--- src/inc/i2c_seq_map.svh ---
`ifndef I2C_SEQ_MAP_SVH
`define I2C_SEQ_MAP_SVH

// ==========================================================================
// timing
// ==========================================================================
// system clock period in ns
`define I2C_CLK_PERIOD_NS     10
// one quarter of an scl period in ns (100 kHz bus)
`define I2C_QUARTER_NS        2500
// quarter period in clock cycles, rounded down (a longest time)
`define I2C_QUARTER_CYC       (`I2C_QUARTER_NS / `I2C_CLK_PERIOD_NS)

// ==========================================================================
// byte and bit phases
// ==========================================================================
// index of the first (most significant) bit of a byte
`define I2C_BIT_FIRST         3'd7
// index of the last bit of a byte
`define I2C_BIT_LAST          3'd0
// quarter phases of one scl period
`define I2C_PH_DRIVE          2'd0
`define I2C_PH_RISE           2'd1
`define I2C_PH_HIGH           2'd2
`define I2C_PH_FALL           2'd3

// ==========================================================================
// reset values
// ==========================================================================
`define I2C_TX_EMPTY_RESET    1'b1
`define I2C_DATA_RESET        8'h00

`endif

--- src/inc/i2c_seq_pkg.sv ---
package i2c_seq_pkg;

    // ======================================================================
    // sequencer states, one-hot
    // ======================================================================
    typedef enum logic [5:0] {
        ST_IDLE  = 6'b000001,   // bus released, waiting for start
        ST_START = 6'b000010,   // start or repeated start condition
        ST_BIT   = 6'b000100,   // one data or address bit
        ST_ACK   = 6'b001000,   // acknowledge slot
        ST_HOLD  = 6'b010000,   // scl held low, waiting on the host
        ST_STOP  = 6'b100000    // stop condition
    } state_e;

    // ======================================================================
    // host control pulses, one cycle each
    // ======================================================================
    typedef struct packed {
        logic start_set;        // request start / repeated start
        logic stop_set;         // request stop
        logic nak_set;          // answer next received byte with nack
        logic flush;            // discard the holding register
    } ctrl_s;

    // ======================================================================
    // status seen by the host
    // ======================================================================
    typedef struct packed {
        logic tx_holding_empty; // holding register may be written
        logic rx_holding_full;  // received byte waiting
        logic ack;              // last byte was acknowledged
        logic nack_irq_flag;    // not-acknowledge event
        logic start_pending;    // start bit still set
        logic stop_pending;     // stop bit still set
        logic nak_pending;      // auto-nack request still set
    } status_s;

endpackage : i2c_seq_pkg

--- src/hdl/i2c_master_transaction_sequencer.sv ---
// Functional notes
// - 10-bit first byte 11110XX plus direction
// - interrupt while tx enabled and holding empty; the code masks it while a byte comes in or a read address goes out
// - start bit: START then load shift register
// - transmit interrupt after first bit shifted
// - slave low in ack slot sets ack
// - missing ack sets nack flag, clears ack
// - stop sent, stop and nack flag cleared
// - no nack interrupt when stop/start already set
// - end with stop or restart, clear bit
// - received byte answered nack if requested, else ack
// - received byte sets full flag and interrupt
// - host read clears full; nak near end
// - nack interrupt after last read byte, then stop
// - host write clears transmit-empty flag
// - ack cleared when disabled, not on read
`timescale 1ns/10ps
`default_nettype none
`include "i2c_seq_map.svh"

module i2c_master_transaction_sequencer
    import i2c_seq_pkg::*;
#(
    parameter int QUARTER = `I2C_QUARTER_CYC    // clock cycles per quarter scl period
) (
    // clock and reset
    input  wire logic       clk,
    input  wire logic       nrst,
    // host data port
    input  wire logic       data_wr,            // write strobe for data_holding_reg
    input  wire logic [7:0] data_wdata,         // byte written by the host
    input  wire logic       data_rd,            // read strobe for data_holding_reg
    output logic [7:0]      data_holding_reg,   // byte read by the host
    // host control
    input  wire logic       unit_enable,        // controller enable level
    input  wire logic       tx_irq_enable,      // transmit interrupt enable level
    input  wire ctrl_s      ctrl,               // one-cycle control pulses
    // host status
    output var status_s     status,             // status flags
    output logic            irq,                // interrupt level
    // i2c pins, open drain
    input  wire logic       scl_in,             // scl wire level
    output logic            scl_out,            // scl output value, always low
    output logic            scl_oe_n,           // low pulls scl low
    input  wire logic       sda_in,             // sda wire level
    output logic            sda_out,            // sda output value, always low
    output logic            sda_oe_n            // low pulls sda low
);

    // ======================================================================
    // internal state
    // ======================================================================
    state_e      state;           // sequencer state
    logic [1:0]  phase;           // quarter within the scl period
    logic [2:0]  bit_cnt;         // bit index within the byte
    logic [7:0]  shift;           // shift register, msb on the wire first
    logic        addr_byte;       // byte in flight follows a start
    logic        addr_lsb;        // direction bit of that address byte
    logic        rd_mode;         // bytes after the address are received
    logic        ack_seen;        // slave held sda low in the ack slot
    logic [15:0] div_cnt;         // quarter period divider
    logic        tick;            // one-cycle quarter enable
    logic        stretch;         // slave holds scl low
    logic        scl_meta;        // scl synchroniser, first stage
    logic        scl_s;           // scl synchronised
    logic        sda_meta;        // sda synchroniser, first stage
    logic        sda_s;           // sda synchronised
    // one-cycle events from the sequencer to the flag logic
    logic        ev_first_bit;
    logic        ev_rx_done;
    logic        ev_ack_set;
    logic        ev_ack_clr;
    logic        ev_nack_irq;
    logic        ev_nak_clr;
    logic        ev_start_done;
    logic        ev_stop_done;

    // ======================================================================
    // pin synchronisers
    // ======================================================================
    // both pins come from the bus, so two flops before any logic
    always_ff @(posedge clk) begin
        if (!nrst) begin
            scl_meta <= 1'b1;
            scl_s    <= 1'b1;
            sda_meta <= 1'b1;
            sda_s    <= 1'b1;
        end else begin
            scl_meta <= scl_in;
            scl_s    <= scl_meta;
            sda_meta <= sda_in;
            sda_s    <= sda_meta;
        end
    end

    // output values are fixed low; only the enables move
    always_ff @(posedge clk) begin
        scl_out <= 1'b0;
        sda_out <= 1'b0;
    end

    // ======================================================================
    // quarter period divider
    // ======================================================================
    // free running while enabled, so every phase lasts a full quarter
    always_ff @(posedge clk) begin
        if (!nrst || !unit_enable) begin
            div_cnt <= 16'h0000;
            tick    <= 1'b0;
        end else if (div_cnt == 16'(QUARTER - 1)) begin
            div_cnt <= 16'h0000;
            tick    <= 1'b1;
        end else begin
            div_cnt <= div_cnt + 16'h0001;
            tick    <= 1'b0;
        end
    end

    // scl released but still low: a slave is stretching the clock
    assign stretch = (phase == `I2C_PH_HIGH) && !scl_s;

    // ======================================================================
    // transaction sequencer
    // ======================================================================
    always_ff @(posedge clk) begin
        if (!nrst || !unit_enable) begin
            // disabled: bus released, sequence abandoned
            state         <= ST_IDLE;
            phase         <= `I2C_PH_DRIVE;
            bit_cnt       <= `I2C_BIT_FIRST;
            shift         <= `I2C_DATA_RESET;
            addr_byte     <= 1'b0;
            addr_lsb      <= 1'b0;
            rd_mode       <= 1'b0;
            ack_seen      <= 1'b0;
            scl_oe_n      <= 1'b1;
            sda_oe_n      <= 1'b1;
            ev_first_bit  <= 1'b0;
            ev_rx_done    <= 1'b0;
            ev_ack_set    <= 1'b0;
            ev_ack_clr    <= 1'b0;
            ev_nack_irq   <= 1'b0;
            ev_nak_clr    <= 1'b0;
            ev_start_done <= 1'b0;
            ev_stop_done  <= 1'b0;
        end else begin
            // events last one cycle
            ev_first_bit  <= 1'b0;
            ev_rx_done    <= 1'b0;
            ev_ack_set    <= 1'b0;
            ev_ack_clr    <= 1'b0;
            ev_nack_irq   <= 1'b0;
            ev_nak_clr    <= 1'b0;
            ev_start_done <= 1'b0;
            ev_stop_done  <= 1'b0;
            if (state == ST_IDLE) begin
                // idle does not wait for a tick, start phase aligns later
                phase <= `I2C_PH_DRIVE;
                if (status.start_pending) begin
                    state <= ST_START;
                end
            end else if (tick && !stretch) begin
                phase <= phase + 2'd1;
                case (state)
                    // start from idle and repeated start share one sequence
                    ST_START: begin
                        case (phase)
                            `I2C_PH_DRIVE: sda_oe_n <= 1'b1;
                            `I2C_PH_RISE:  scl_oe_n <= 1'b1;
                            `I2C_PH_HIGH:  sda_oe_n <= 1'b0;
                            default: begin
                                scl_oe_n      <= 1'b0;
                                shift         <= data_holding_reg;
                                addr_byte     <= 1'b1;
                                addr_lsb      <= data_holding_reg[0];
                                rd_mode       <= 1'b0;
                                bit_cnt       <= `I2C_BIT_FIRST;
                                ev_start_done <= 1'b1;
                                state         <= ST_BIT;
                            end
                        endcase
                    end
                    // one bit: drive while low, sample while high
                    ST_BIT: begin
                        case (phase)
                            `I2C_PH_DRIVE: begin
                                // receiving releases sda for the slave
                                sda_oe_n <= rd_mode ? 1'b1 : shift[7];
                            end
                            `I2C_PH_RISE:  scl_oe_n <= 1'b1;
                            `I2C_PH_HIGH: begin
                                if (rd_mode) begin
                                    shift <= {shift[6:0], sda_s};
                                end
                            end
                            default: begin
                                scl_oe_n <= 1'b0;
                                if (!rd_mode) begin
                                    shift <= {shift[6:0], 1'b0};
                                end
                                if (!rd_mode && bit_cnt == `I2C_BIT_FIRST) begin
                                    ev_first_bit <= 1'b1;
                                end
                                if (bit_cnt == `I2C_BIT_LAST) begin
                                    ev_rx_done <= rd_mode;
                                    state      <= ST_ACK;
                                end
                                bit_cnt <= bit_cnt - 3'd1;
                            end
                        endcase
                    end
                    // ninth clock: sample slave ack or send our own
                    ST_ACK: begin
                        case (phase)
                            `I2C_PH_DRIVE: begin
                                // low drive is ack unless auto-nack requested
                                sda_oe_n <= rd_mode ? status.nak_pending : 1'b1;
                            end
                            `I2C_PH_RISE:  scl_oe_n <= 1'b1;
                            `I2C_PH_HIGH:  ack_seen <= !sda_s;
                            default: begin
                                scl_oe_n  <= 1'b0;
                                addr_byte <= 1'b0;
                                state     <= ST_HOLD;
                                if (rd_mode) begin
                                    if (status.nak_pending) begin
                                        ev_nack_irq <= 1'b1;
                                        ev_ack_clr  <= 1'b1;
                                        ev_nak_clr  <= 1'b1;
                                    end else begin
                                        ev_ack_set  <= 1'b1;
                                    end
                                end else if (ack_seen) begin
                                    ev_ack_set <= 1'b1;
                                    rd_mode    <= addr_byte && addr_lsb;
                                end else begin
                                    ev_ack_clr <= 1'b1;
                                    // a pending stop or start hides the nack
                                    if (!status.stop_pending && !status.start_pending) begin
                                        ev_nack_irq <= 1'b1;
                                    end
                                end
                            end
                        endcase
                    end
                    // scl kept low until the host has done its part
                    ST_HOLD: begin
                        phase <= `I2C_PH_DRIVE;
                        if (status.stop_pending) begin
                            state <= ST_STOP;
                        end else if (status.start_pending) begin
                            state <= ST_START;
                        end else if (status.nack_irq_flag) begin
                            state <= ST_HOLD;
                        end else if (rd_mode) begin
                            // next byte only once the last one was taken
                            if (!status.rx_holding_full) begin
                                bit_cnt <= `I2C_BIT_FIRST;
                                state   <= ST_BIT;
                            end
                        end else if (!status.tx_holding_empty) begin
                            shift   <= data_holding_reg;
                            bit_cnt <= `I2C_BIT_FIRST;
                            state   <= ST_BIT;
                        end
                    end
                    // stop: sda rises while scl is high
                    ST_STOP: begin
                        case (phase)
                            `I2C_PH_DRIVE: sda_oe_n <= 1'b0;
                            `I2C_PH_RISE:  scl_oe_n <= 1'b1;
                            `I2C_PH_HIGH:  sda_oe_n <= 1'b1;
                            default: begin
                                rd_mode      <= 1'b0;
                                ev_stop_done <= 1'b1;
                                state        <= ST_IDLE;
                            end
                        endcase
                    end
                    default: state <= ST_IDLE;
                endcase
            end
        end
    end

    // ======================================================================
    // data holding register
    // ======================================================================
    // a received byte overrides a host write in the same cycle
    always_ff @(posedge clk) begin
        if (!nrst) begin
            data_holding_reg <= `I2C_DATA_RESET;
        end else if (ev_rx_done) begin
            data_holding_reg <= shift;
        end else if (data_wr) begin
            data_holding_reg <= data_wdata;
        end
    end

    // ======================================================================
    // status flags
    // ======================================================================
    // every hardware set wins over a clear arriving in the same cycle, except that disable clears ack over its set
    always_ff @(posedge clk) begin
        if (!nrst) begin
            status.tx_holding_empty <= `I2C_TX_EMPTY_RESET;
            status.rx_holding_full  <= 1'b0;
            status.ack              <= 1'b0;
            status.nack_irq_flag    <= 1'b0;
            status.start_pending    <= 1'b0;
            status.stop_pending     <= 1'b0;
            status.nak_pending      <= 1'b0;
        end else begin
            // emptied by the first bit or by a flush, filled by a write
            if (ev_first_bit || ctrl.flush) begin
                status.tx_holding_empty <= 1'b1;
            end else if (data_wr) begin
                status.tx_holding_empty <= 1'b0;
            end
            if (ev_rx_done) begin
                status.rx_holding_full <= 1'b1;
            end else if (data_rd) begin
                status.rx_holding_full <= 1'b0;
            end
            // a status read has no effect here
            if (!unit_enable) begin
                status.ack <= 1'b0;
            end else if (ev_ack_set) begin
                status.ack <= 1'b1;
            end else if (ev_ack_clr) begin
                status.ack <= 1'b0;
            end
            if (ev_nack_irq) begin
                status.nack_irq_flag <= 1'b1;
            end else if (ev_stop_done || !unit_enable) begin
                status.nack_irq_flag <= 1'b0;
            end
            if (ctrl.start_set) begin
                status.start_pending <= 1'b1;
            end else if (ev_start_done) begin
                status.start_pending <= 1'b0;
            end
            if (ctrl.stop_set) begin
                status.stop_pending <= 1'b1;
            end else if (ev_stop_done) begin
                status.stop_pending <= 1'b0;
            end
            if (ctrl.nak_set) begin
                status.nak_pending <= 1'b1;
            end else if (ev_nak_clr) begin
                status.nak_pending <= 1'b0;
            end
        end
    end

    // ======================================================================
    // interrupt
    // ======================================================================
    // the empty flag is masked while a byte is coming in, or while a read
    // address is going out, since no transmit data is wanted then
    always_ff @(posedge clk) begin
        if (!nrst) begin
            irq <= 1'b0;
        end else begin
            irq <= unit_enable
                && ((tx_irq_enable && status.tx_holding_empty
                     && !(rd_mode && (state == ST_BIT || state == ST_ACK))
                     && !(addr_byte && addr_lsb))
                    || status.rx_holding_full
                    || status.nack_irq_flag);
        end
    end

endmodule : i2c_master_transaction_sequencer
`default_nettype wire

--- config.mk ---
export PLATFORM = sky130hd
export DESIGN_NAME = i2c_master_transaction_sequencer
export DESIGN_NICKNAME = d
export VERILOG_FILES = /design/src/inc/i2c_seq_pkg.sv /design/src/hdl/i2c_master_transaction_sequencer.sv
export VERILOG_INCLUDE_DIRS = /design/src /design/src/inc
export SDC_FILE = /design/constraint.sdc
export NUM_CORES = 1
export LEC_CHECK = 0
export BUFFER_PORTS_ARGS = -buffer_cell sky130_fd_sc_hd__buf_2
export CAP_MARGIN = 20
export CORE_AREA = 3 3 82 84
export DETAILED_ROUTE_END_ITERATION = 16
export DIE_AREA = 0 0 85 87
export HOLD_SLACK_MARGIN = 0.15
export PLACE_DENSITY_LB_ADDON = 0.08
export RECOVER_POWER = 25
export SYNTH_ARGS = -nofsm -noshare
export SYNTH_HDL_FRONTEND = slang
export SYNTH_SLANG_ARGS = --single-unit
--- constraint.sdc ---
create_clock -name clk -period 2.7 [get_ports clk]
set_clock_uncertainty 0.05 [all_clocks]
set_input_delay 0.135 -clock clk [delete_from_list [all_inputs] [get_ports clk]]
set_output_delay 0.135 -clock clk [all_outputs]
set_load 0.02 [all_outputs]
==> results of run 1 <==
[cell families (layout without fill, tap and decap cells)]
kind of cell / Yosys count / count (layout) / share of synthesized area, %
muxes: 24 / 24 / 7.04
buffers and inverters: 37 / 100 / 4.63
xor gates and xnor gates: 17 / 17 / 4.27
AOI/OAI and AO/OA: 71 / 71 / 15.0
adders and majority gates: 9 / 9 / 3.23
DFF: 70 / 70 / 40.2
and+or+nand+nor: 170 / 170 / 25.5
other: 1 / 2 / 0.108
[cells in the final DEF (no fill, tap or decap), types with 3 or more instances in the layout]
cell type      netlist  routed
nand2_1             32      32
nor3_1              15      15
and2_0               1       3
clkbuf_8             0      11
nand4_1              6       6
nor3b_1              4       4
o21ai_1              3       3
o21a_1               5       5
a211oi_2             9       9
clkbuf_1            17      18
mux2i_1             23      23
inv_1               12      12
dfxtp_1             70      70
xor2_1               5       5
buf_2                3      21
a21oi_1             11      11
and2_1              10       8
o21ai_0             12      12
ha_1                 9       9
and3_1               8       8
nor2_1              40      40
nor2b_1             10      10
a31oi_1             10      10
nor4_1               5       5
nand3_1             15      15
nand2b_1             7       7
buf_4                3      11
dlygate4sd3_1        0      24
or3_1                4       4
xnor2_1             12      12
[through the flow]
stage	total power (uW)	cells
finish	2110	538
global route	2190	538
CTS	2120	538
detailed placement	1230	498
global placement	1230	498
floorplan	1190	400
[power breakdown]
group	internal, uW	switching (uW)
combinational	80.6	89.8
sequential	1050	17.8
clock	477	399
total	1610	507
[tightest hold or removal path, stage by stage]
cell and delay (ps):
buf_2 100, nand2_1 60, a221oi_1 40, nor3_1 150, nor2_1 60
[final timing paths]
path                                 to  cells past startpoint
setup / recovery  sda_oe_n$_SDFFE_PN1P_                      5
hold / removal           irq$_SDFF_PN0_                      5
setup reg to reg  scl_oe_n$_SDFFE_PN1P_                      7
hold reg to reg        scl_s$_SDFF_PN1_                      1
[timing repair]
item	CTS	global route
hold buffers	24	0
setup endpoints to repair	0	0
hold endpoints to repair	18	0
[final cells by class]
cell class	instances	area, um2	share of cell area (%)
clock inverters	3	42.5	1.02
flip-flops and latches	70	1400	33.7
repair buffers	72	488	11.7
well taps	75	93.8	2.26
multi-input cells	293	1930	46.3
inverters	12	45.0	1.08
clock buffers	13	159	3.82
[routing by layer]
| layer | vias up | GRT usage (%) |
|---|---|---|
| met2 | 100 | 37.8 |
| met3 | 20 | 4.82 |
| met5 | - | 0 |
| li1 | 1529 | - |
| met4 | 0 | 12.8 |
| met1 | 1447 | 33.0 |
==> metrics.txt, run 1 <==
highest-delay cell along the critical path clkbuf_1; DR iter-0 viols 225; synth unique cells 59; Post-synth EDFFs 0; max FFs per register 16; first-pass GRT wire length 14.4 mm; Setup crit start nrst; Min-Delay Path Class in2reg; CTS resizes 0; remaining antenna violation count 0; total of max-cap violations 0; Final period util 89.4%; Top FF cell, synth dfxtp_1; Root Buffer clkbuf_8; minimum clock period 2410 ps; Vias/cell 5.75; Avg Cell Area, Syn 8.73 um2; Hold Fails Final Rpt 0; #FFs+latches synth 70; Synth top cells by count dfxtp_1, nor2_1, nand2_1; n_diodes 0; clk sinks 70; crit-path cells dlygate4sd3_1 > clkbuf_1 > nand2_1 > a2111oi_0 > mux2i_1; Slew Limit Fails 0; # DRC 0; Leak Pwr 0.00151 uW; Syn Inst Count 399; Critical R2R Launch phase[0]$_SDFFE_PP0N_; WHS 186 ps; R2R Setup Slk 320 ps; Warnings, synthesis 0; status finished, final reports clean; grt total ovfl 0; share of the synthesized area in the top cell type 40.2%; area grow syn2layout 19.2%; # fillers 509; met2 wire length 3.85 mm; latest clock arrival within the worst-skew pair 360 ps; die width 85 um; H-tree levels 3; Buf/Inv on CP 2; Met3 Routed Length 456 um; largest area contributor in the synthesized netlist dfxtp_1; Die Span Y 87 um; layout cells sized above 1 13.2%; most frequent cell after synthesis dfxtp_1; Slew HR 41.1%; Max Used Layer met4; initial antenna violation count 0; Place WS 333 ps; GP Congestion 0.866; Clock transition at path regs 80 ps; Crit Path Class in2reg; Post-Route WL 8.54 mm; delay-heaviest family, CP buffers and inverters; synthesized cell area 3480 um2; Final Cell Area 4160 um2; Max VDD drop 0.404 mV; First-pass DRT Iterations 5; Post-CTS Setup Repair Bufs 0; Routed WL per cell 15.9 um; die area 7400 um2; Critical Path Max Stage Delay 670 ps; Worst Tran Pin Value 884 ps; port bufs 37; total negative slack 0 ps; Max FO, Critical Path 20; WP data required 2870 ps; GRT Overall Usage 24.7%; Layout Nets 487; hold path start tx_irq_enable; crit path DAT 2580 ps; M1 wire length 4.03 mm; CTS tree built; DP Wirelength 5.87 mm; row cnt 28; RSZ-0062 raised after global routing false; largest net degree at the start of global routing 21; vias in the first global route 3061; clock buffer depth 2; Pwr Density 509 nW/um2; Num CTS Buffers 9; max frequency 414 MHz; via count 3096; Setup violations, final 0; CP Capture Type register; Worst Setup Start Kind primary input; final worst slack 287 ps; ranking of synthesized cells by area dfxtp_1, mux2i_1, nor2_1, nand2_1, a211oi_2; I/O pin cnt 40; Starting Density 58.2%; share of flip-flops with an asynchronous set or reset 0%; Floorplan Core Area 5990 um2; sequential area share after synthesis 40.2%; dpl cell area 3730 um2; Final Util 69.4%
Power figures use the tool's default switching activity.
==> run 2: changes to the inputs <==
--- a/config.mk
+++ b/config.mk
@@ -6,11 +6,12 @@
 export SDC_FILE = /design/constraint.sdc
 export NUM_CORES = 1
 export LEC_CHECK = 0
+export ABC_AREA = 1
 export BUFFER_PORTS_ARGS = -buffer_cell sky130_fd_sc_hd__buf_2
 export CAP_MARGIN = 20
-export CORE_AREA = 3 3 82 84
+export CORE_AREA = 3 3 83 85
 export DETAILED_ROUTE_END_ITERATION = 16
-export DIE_AREA = 0 0 85 87
+export DIE_AREA = 0 0 86 88
 export HOLD_SLACK_MARGIN = 0.15
 export PLACE_DENSITY_LB_ADDON = 0.08
 export RECOVER_POWER = 25
==> run 2 against run 1 <==
Compared with the run above:
- synthesized cell count grew 26%
- first-iteration DRC count grew 54%
- highest routed layer unchanged
- global-route usage grew 1.2 points
- core utilization shrank 1.5 points
- sequential share of layout area shrank 0.81 points
- largest cell class unchanged
==> metrics.txt, run 2 <==
Worst Tran Pin Value 516 ps (was 884 ps); Min-Delay Path Class in2reg (unchanged); Warnings, synthesis 0 (unchanged); Root Buffer clkbuf_8 (unchanged); Synth top cells by count nand2_1, nor2_1, dfxtp_1 (was dfxtp_1, nor2_1, nand2_1); Crit Path Class reg2reg (was in2reg); Top FF cell, synth dfxtp_1 (unchanged); largest area contributor in the synthesized netlist dfxtp_1 (unchanged); share of flip-flops with an asynchronous set or reset 0% (unchanged); register area 1400 um2 (unchanged); Die Span Y 88 um (was 87 um); Finished Layout Cells 653 (was 538); row cnt 29 (was 28); clk sinks 70 (unchanged); Syn Inst Count 504 (was 399); Layout Nets 600 (was 487); Hold Fails Final Rpt 0 (unchanged); sequential area share after synthesis 39.6% (was 40.2%); R2R depth 5 (was 7); R2R Path End data_holding_reg[4]$_SDFFE_PN0P_ (was scl_oe_n$_SDFFE_PN1P_); hold path start nrst (was tx_irq_enable); First-pass DRT Iterations 5 (unchanged); Max FO, Critical Path 10 (was 20); # DRC 0 (unchanged); Num CTS Buffers 9 (unchanged); area of the multi-input gates 1880 um2 (was 1930 um2); total of max-cap violations 0 (unchanged); synth unique cells 32 (was 59); Hold Crit Depth 3 (was 5); #FFs+latches synth 70 (unchanged); most frequent cells in the layout nand2_1, nor2_1, dfxtp_1, inv_1, nand3_1 (was dfxtp_1, nor2_1, nand2_1, dlygate4sd3_1, mux2i_1); H-tree levels 3 (unchanged); Pwr Density 534 nW/um2 (was 509 nW/um2); remaining antenna violation count 0 (unchanged); WP data required 2950 ps (was 2870 ps); R2R Setup Slk 450 ps (was 320 ps); status finished, final reports clean (unchanged); # fillers 574 (was 509); Critical R2R Launch ev_rx_done$_SDFF_PP0_ (was phase[0]$_SDFFE_PP0N_); CTS resizes 0 (unchanged); vias in the first global route 3376 (was 3061); port bufs 37 (unchanged); max frequency 444 MHz (was 414 MHz); Setup crit start ev_rx_done$_SDFF_PP0_ (was nrst); Floorplan Core Area 6280 um2 (was 5990 um2); Leak Pwr 0.00177 uW (was 0.00151 uW); Post-synth EDFFs 0 (unchanged); crit path DAT 2500 ps (was 2580 ps); Post-CTS Setup Repair Bufs 0 (unchanged); GRT Overall Usage 25.9% (was 24.7%); Max VDD drop 0.452 mV (was 0.404 mV); Clock transition at path regs 80 ps (about the same); most frequent cell after synthesis nand2_1 (was dfxtp_1); Avg Cell Area, Syn 7.01 um2 (was 8.73 um2); layout cells sized above 1 12.3% (was 13.2%); largest net degree at the start of global routing 19 (was 21); grt total ovfl 0 (unchanged); Vias/cell 5.55 (was 5.75); synthesized cell area 3530 um2 (was 3480 um2); initial antenna violation count 0 (unchanged); Post-Route WL 9.38 mm (was 8.54 mm); ranking of synthesized cells by area dfxtp_1, nand2_1, nor2_1, nand3_1, inv_1 (was dfxtp_1, mux2i_1, nor2_1, nand2_1, a211oi_2); minimum clock period 2250 ps (was 2410 ps); Worst Setup Start Kind register (was primary input); Routed WL per cell 14.4 um (was 15.9 um); Slew HR 65.5% (was 41.1%); Final period util 83.4% (was 89.4%); die width 86 um (was 85 um); share of the synthesized area in the top cell type 39.6% (was 40.2%); RSZ-0062 raised after global routing false (unchanged); CTS tree built (unchanged); Starting Density 56.3% (was 58.2%); Worst Hold Path EP status[1]$_SDFFE_PN0P_ (was irq$_SDFF_PN0_); I/O pin cnt 40 (unchanged); DP Wirelength 6.43 mm (was 5.87 mm); cell count after placement 611 (was 498); GP Congestion 0.996 (was 0.866); latest clock arrival within the worst-skew pair 350 ps (was 360 ps); Slew Limit Fails 0 (unchanged); Setup violations, final 0 (unchanged); first-pass GRT wire length 15.4 mm (was 14.4 mm); total negative slack 0 ps (unchanged); clock buffer depth 2 (unchanged); area grow syn2layout 20.5% (was 19.2%); DR iter-0 viols 347 (was 225); n_diodes 0 (unchanged); most common cell after layout, fill and taps aside nand2_1 (was dfxtp_1); CP Capture Type register (unchanged); max FFs per register 16 (unchanged); via count 3622 (was 3096); die area 7570 um2 (was 7400 um2)
==> run 2: cell count changes in the layout (fill, tap and decap cells not counted), moves of 9 or more <==
cell / change
nor2b_1: -10
nand2_1: +81
xnor2_1: -10
a21oi_1: +11
inv_1: +35
buf_4: -9
a211oi_2: -9
nand4_1: +12
nand3_1: +21
nor2_1: +41
mux2i_1: -23
==> run 2: cells by family after synthesis <==
logic type | Yosys count | synth area share, %
and+or+nand+nor | 310 | 41.1
DFF | 70 | 39.6
buffers and inverters | 65 | 7.33
AOI/OAI and AO/OA | 46 | 7.89
adders and majority gates | 9 | 3.19
xor gates and xnor gates | 3 | 0.743
other | 1 | 0.106
==> run 2: per-stage QoR <==
step           cell area (um2)  worst slack [ps]  util, %  hold slack (ps)  power, uW
2_1_floorplan             3540               923        -              185       1230
3_3_place_gp              3780               700     60.3              269       1290
3_5_place_dp              3780               608     60.3              274       1290
4_1_cts                   4280               593     68.1              217       2290
5_1_grt                   4260               321     67.8              391       2370
6_report                  4260               448     67.8              343       2270
==> run 2: repair_timing <==
| action | CTS | global route |
|---|---|---|
| endpoints found under the setup margin | 0 | 0 |
| hold buffers | 26 | 0 |
| hold endpoints to repair | 17 | 0 |
==> run 2: how the worst max path moves through the flow <==
stage / endpoint / slack [ps] / cells past startpoint
finish: data_holding_reg[4]$_SDFFE_PN0P_ / 450 / 5
global placement: shift[3]$_SDFFE_PN0P_ / 700 / 11
global route: data_holding_reg[4]$_SDFFE_PN0P_ / 320 / 5
detailed placement: shift[1]$_SDFFE_PN0P_ / 610 / 11
floorplan: state[4]$_SDFFE_PN0P_ / 920 / 11
CTS: shift[2]$_SDFFE_PN0P_ / 590 / 11
==> run 2: cell type report <==
type | instances | share of cell area (%)
repair buffers | 65 | 10.4
clock inverters | 5 | 1.91
well taps | 77 | 2.26
inverters | 55 | 4.85
flip-flops and latches | 70 | 32.9
multi-input cells | 370 | 44.1
clock buffers | 11 | 3.56
==> run 2: per-layer routing <==
layer	wire length, um	vias up	global-route usage [%]
met2	4490	154	43.7
met1	3990	1645	30.9
met3	592	31	5.08
li1	-	1792	-
met5	0	-	0
met4	310	0	14.4
==> run 2: critical path: stages, from the launching register on <==
cell,delay [ps]
dfxtp_1,560
clkinv_1,340
nand2_1,330
o221ai_1,190
nor2_1,170
dlygate4sd3_1,560
==> run 2: where the power goes <==
| part | internal (uW) | total, uW | switching, uW |
|---|---|---|---|
| sequential | 1050 | 1080 | 22.1 |
| combinational | 91.0 | 226 | 135 |
| clock | 570 | 973 | 403 |
==> run 3: changes to the inputs <==
==> constraint.sdc (replaced) <==
create_clock -name clk -period 2.2 [get_ports clk]
set_clock_uncertainty 0.05 [all_clocks]
set_input_delay 0.11 -clock clk [delete_from_list [all_inputs] [get_ports clk]]
set_output_delay 0.11 -clock clk [all_outputs]
set_load 0.02 [all_outputs]
==> run 3 against run 2 <==
Compared with the run above:
- worst hold slack got worse by 11 ps
- core utilization increased by 0.58 points
- sequential cell count unchanged
- non-clock buffer count increased by 4
- die area unchanged
- critical endpoint is now data_holding_reg[1]$_SDFFE_PN0P_
- first-iteration DRC count decreased by 46%
- power increased by 23%
==> metrics.txt, run 3 (synthesis results as in run 2) <==
row cnt 29 (unchanged); GRT Overall Usage 26.3% (was 25.9%); layout cells sized above 1 13.6% (was 12.3%); DR iter-0 viols 188 (was 347); Floorplan Core Area 6280 um2 (unchanged); I/O pin cnt 40 (unchanged); Clock transition at path regs 80 ps (about the same); CTS tree built (unchanged); RSZ-0062 raised after global routing false (unchanged); Setup violations, final 0 (unchanged); vias in the first global route 3387 (was 3376); most common cell after layout, fill and taps aside nand2_1 (unchanged); Post-Route WL 9.55 mm (was 9.38 mm); Worst Tran Pin Value 521 ps (was 516 ps); Max FO, Critical Path 10 (unchanged); n_diodes 0 (unchanged); Leak Pwr 0.00179 uW (was 0.00177 uW); WHS 332 ps (was 343 ps); Hold Fails Final Rpt 0 (unchanged); Die Span Y 88 um (unchanged); Starting Density 56.3% (unchanged); Vias/cell 5.49 (was 5.55); Post-CTS Setup Repair Bufs 0 (unchanged); grt total ovfl 0 (unchanged); crit path DAT 2260 ps (was 2500 ps); first-pass GRT wire length 15.5 mm (was 15.4 mm); total negative slack 0 ps (unchanged); clk sinks 70 (unchanged); die width 86 um (unchanged); # DRC 0 (unchanged); Num CTS Buffers 9 (unchanged); largest net degree at the start of global routing 16 (was 19); area grow syn2layout 21.5% (was 20.5%); Slew HR 65.3% (was 65.5%); First-pass DRT Iterations 5 (unchanged); latest clock arrival within the worst-skew pair 350 ps (about the same); GP Congestion 0.999 (was 0.996); Final period util 91.5% (was 83.4%); max FFs per register 16 (unchanged); H-tree levels 3 (unchanged); DP Wirelength 6.47 mm (was 6.43 mm); status finished, final reports clean (unchanged); Root Buffer clkbuf_8 (unchanged); Layout Nets 604 (was 600); Routed WL per cell 14.5 um (was 14.4 um); Max VDD drop 0.546 mV (was 0.452 mV); WP data required 2440 ps (was 2950 ps); Final Util 68.4% (was 67.8%); initial antenna violation count 0 (unchanged); port bufs 37 (unchanged); most frequent cells in the layout nand2_1, nor2_1, dfxtp_1, inv_1, nand3_1 (unchanged); total of max-cap violations 0 (unchanged); remaining antenna violation count 0 (unchanged); Worst Setup Start Kind register (unchanged); Pwr Density 654 nW/um2 (was 534 nW/um2); max frequency 497 MHz (was 444 MHz); via count 3605 (was 3622); minimum clock period 2010 ps (was 2250 ps); Min-Delay Path Class in2reg (unchanged); Crit Path Class reg2reg (unchanged); CP Capture Type register (unchanged); clock buffer depth 2 (unchanged); die area 7570 um2 (unchanged); Slew Limit Fails 0 (unchanged)
-- run 3: cell types whose count changed in the layout (fill, tap and decap cells not counted), sizes merged --
cell      previous run  this run
buf                 25        29
clkinv               6         5
clkinvlp             1         2
-- run 3: critical path, cell delays in order (launching register included) --
cell           delay (ps)
dfxtp_2               470
clkinvlp_4            240
nand2_1               270
o221ai_1              180
nor2_1                160
dlygate4sd3_1         590
-- run 3: what timing repair did --
| item | in CTS | in global routing |
|---|---|---|
| resized for setup | 0 | 4 |
| hold buffers | 26 | 0 |
| endpoints found under the setup margin | 0 | 20 |
| endpoints found under the hold margin | 17 | 0 |
-- run 3: cell type report --
cell class / count / area [um2]
Clock inverter: 5 / 81.3
Tap cell: 77 / 96.3
Fill cell: 557 / 1980
Inverter: 55 / 210
Clock buffer: 11 / 151
Timing Repair Buffer: 69 / 473
Multi-Input combinational cell: 370 / 1880
Sequential cell: 70 / 1400
-- run 3: final timing paths --
path | startpoint | slack (ps) | to | depth (start not counted)
worst max register to register | ev_rx_done$_SDFF_PP0_ | 190 | data_holding_reg[1]$_SDFFE_PN0P_ | 5
worst min-delay path | nrst | 330 | status[2]$_SDFFE_PN0P_ | 3
worst min register to register | scl_meta$_SDFF_PN1_ | 370 | scl_s$_SDFF_PN1_ | 1
worst max-delay path | ev_rx_done$_SDFF_PP0_ | 190 | data_holding_reg[1]$_SDFFE_PN0P_ | 5
-- run 3: routing by layer --
layer,share of wire (%),GRT usage [%],vias up
met2,49,46.6,127
met1,42,30.1,1654
li1,-,-,1793
met3,5.2,5.93,31
met4,3.4,11.9,0
met5,0,0,-
-- run 3: power by group --
| part | switching, uW | leakage [uW] | internal [uW] |
|---|---|---|---|
| clock | 508 | 0.000116 | 700 |
| sequential | 29.7 | 0.000570 | 1290 |
| combinational | 162 | 0.00110 | 113 |
-- run 3: stage by stage --
step	instance area, um2	power (uW)	worst slack, ps	cells
final	4290	2810	188	657
after CTS	4310	2800	126	657
after global routing	4290	2900	35.0	657
after floorplan	3540	1510	423	505
after global placement	3810	1580	260	615
after detailed placement	3810	1580	142	615
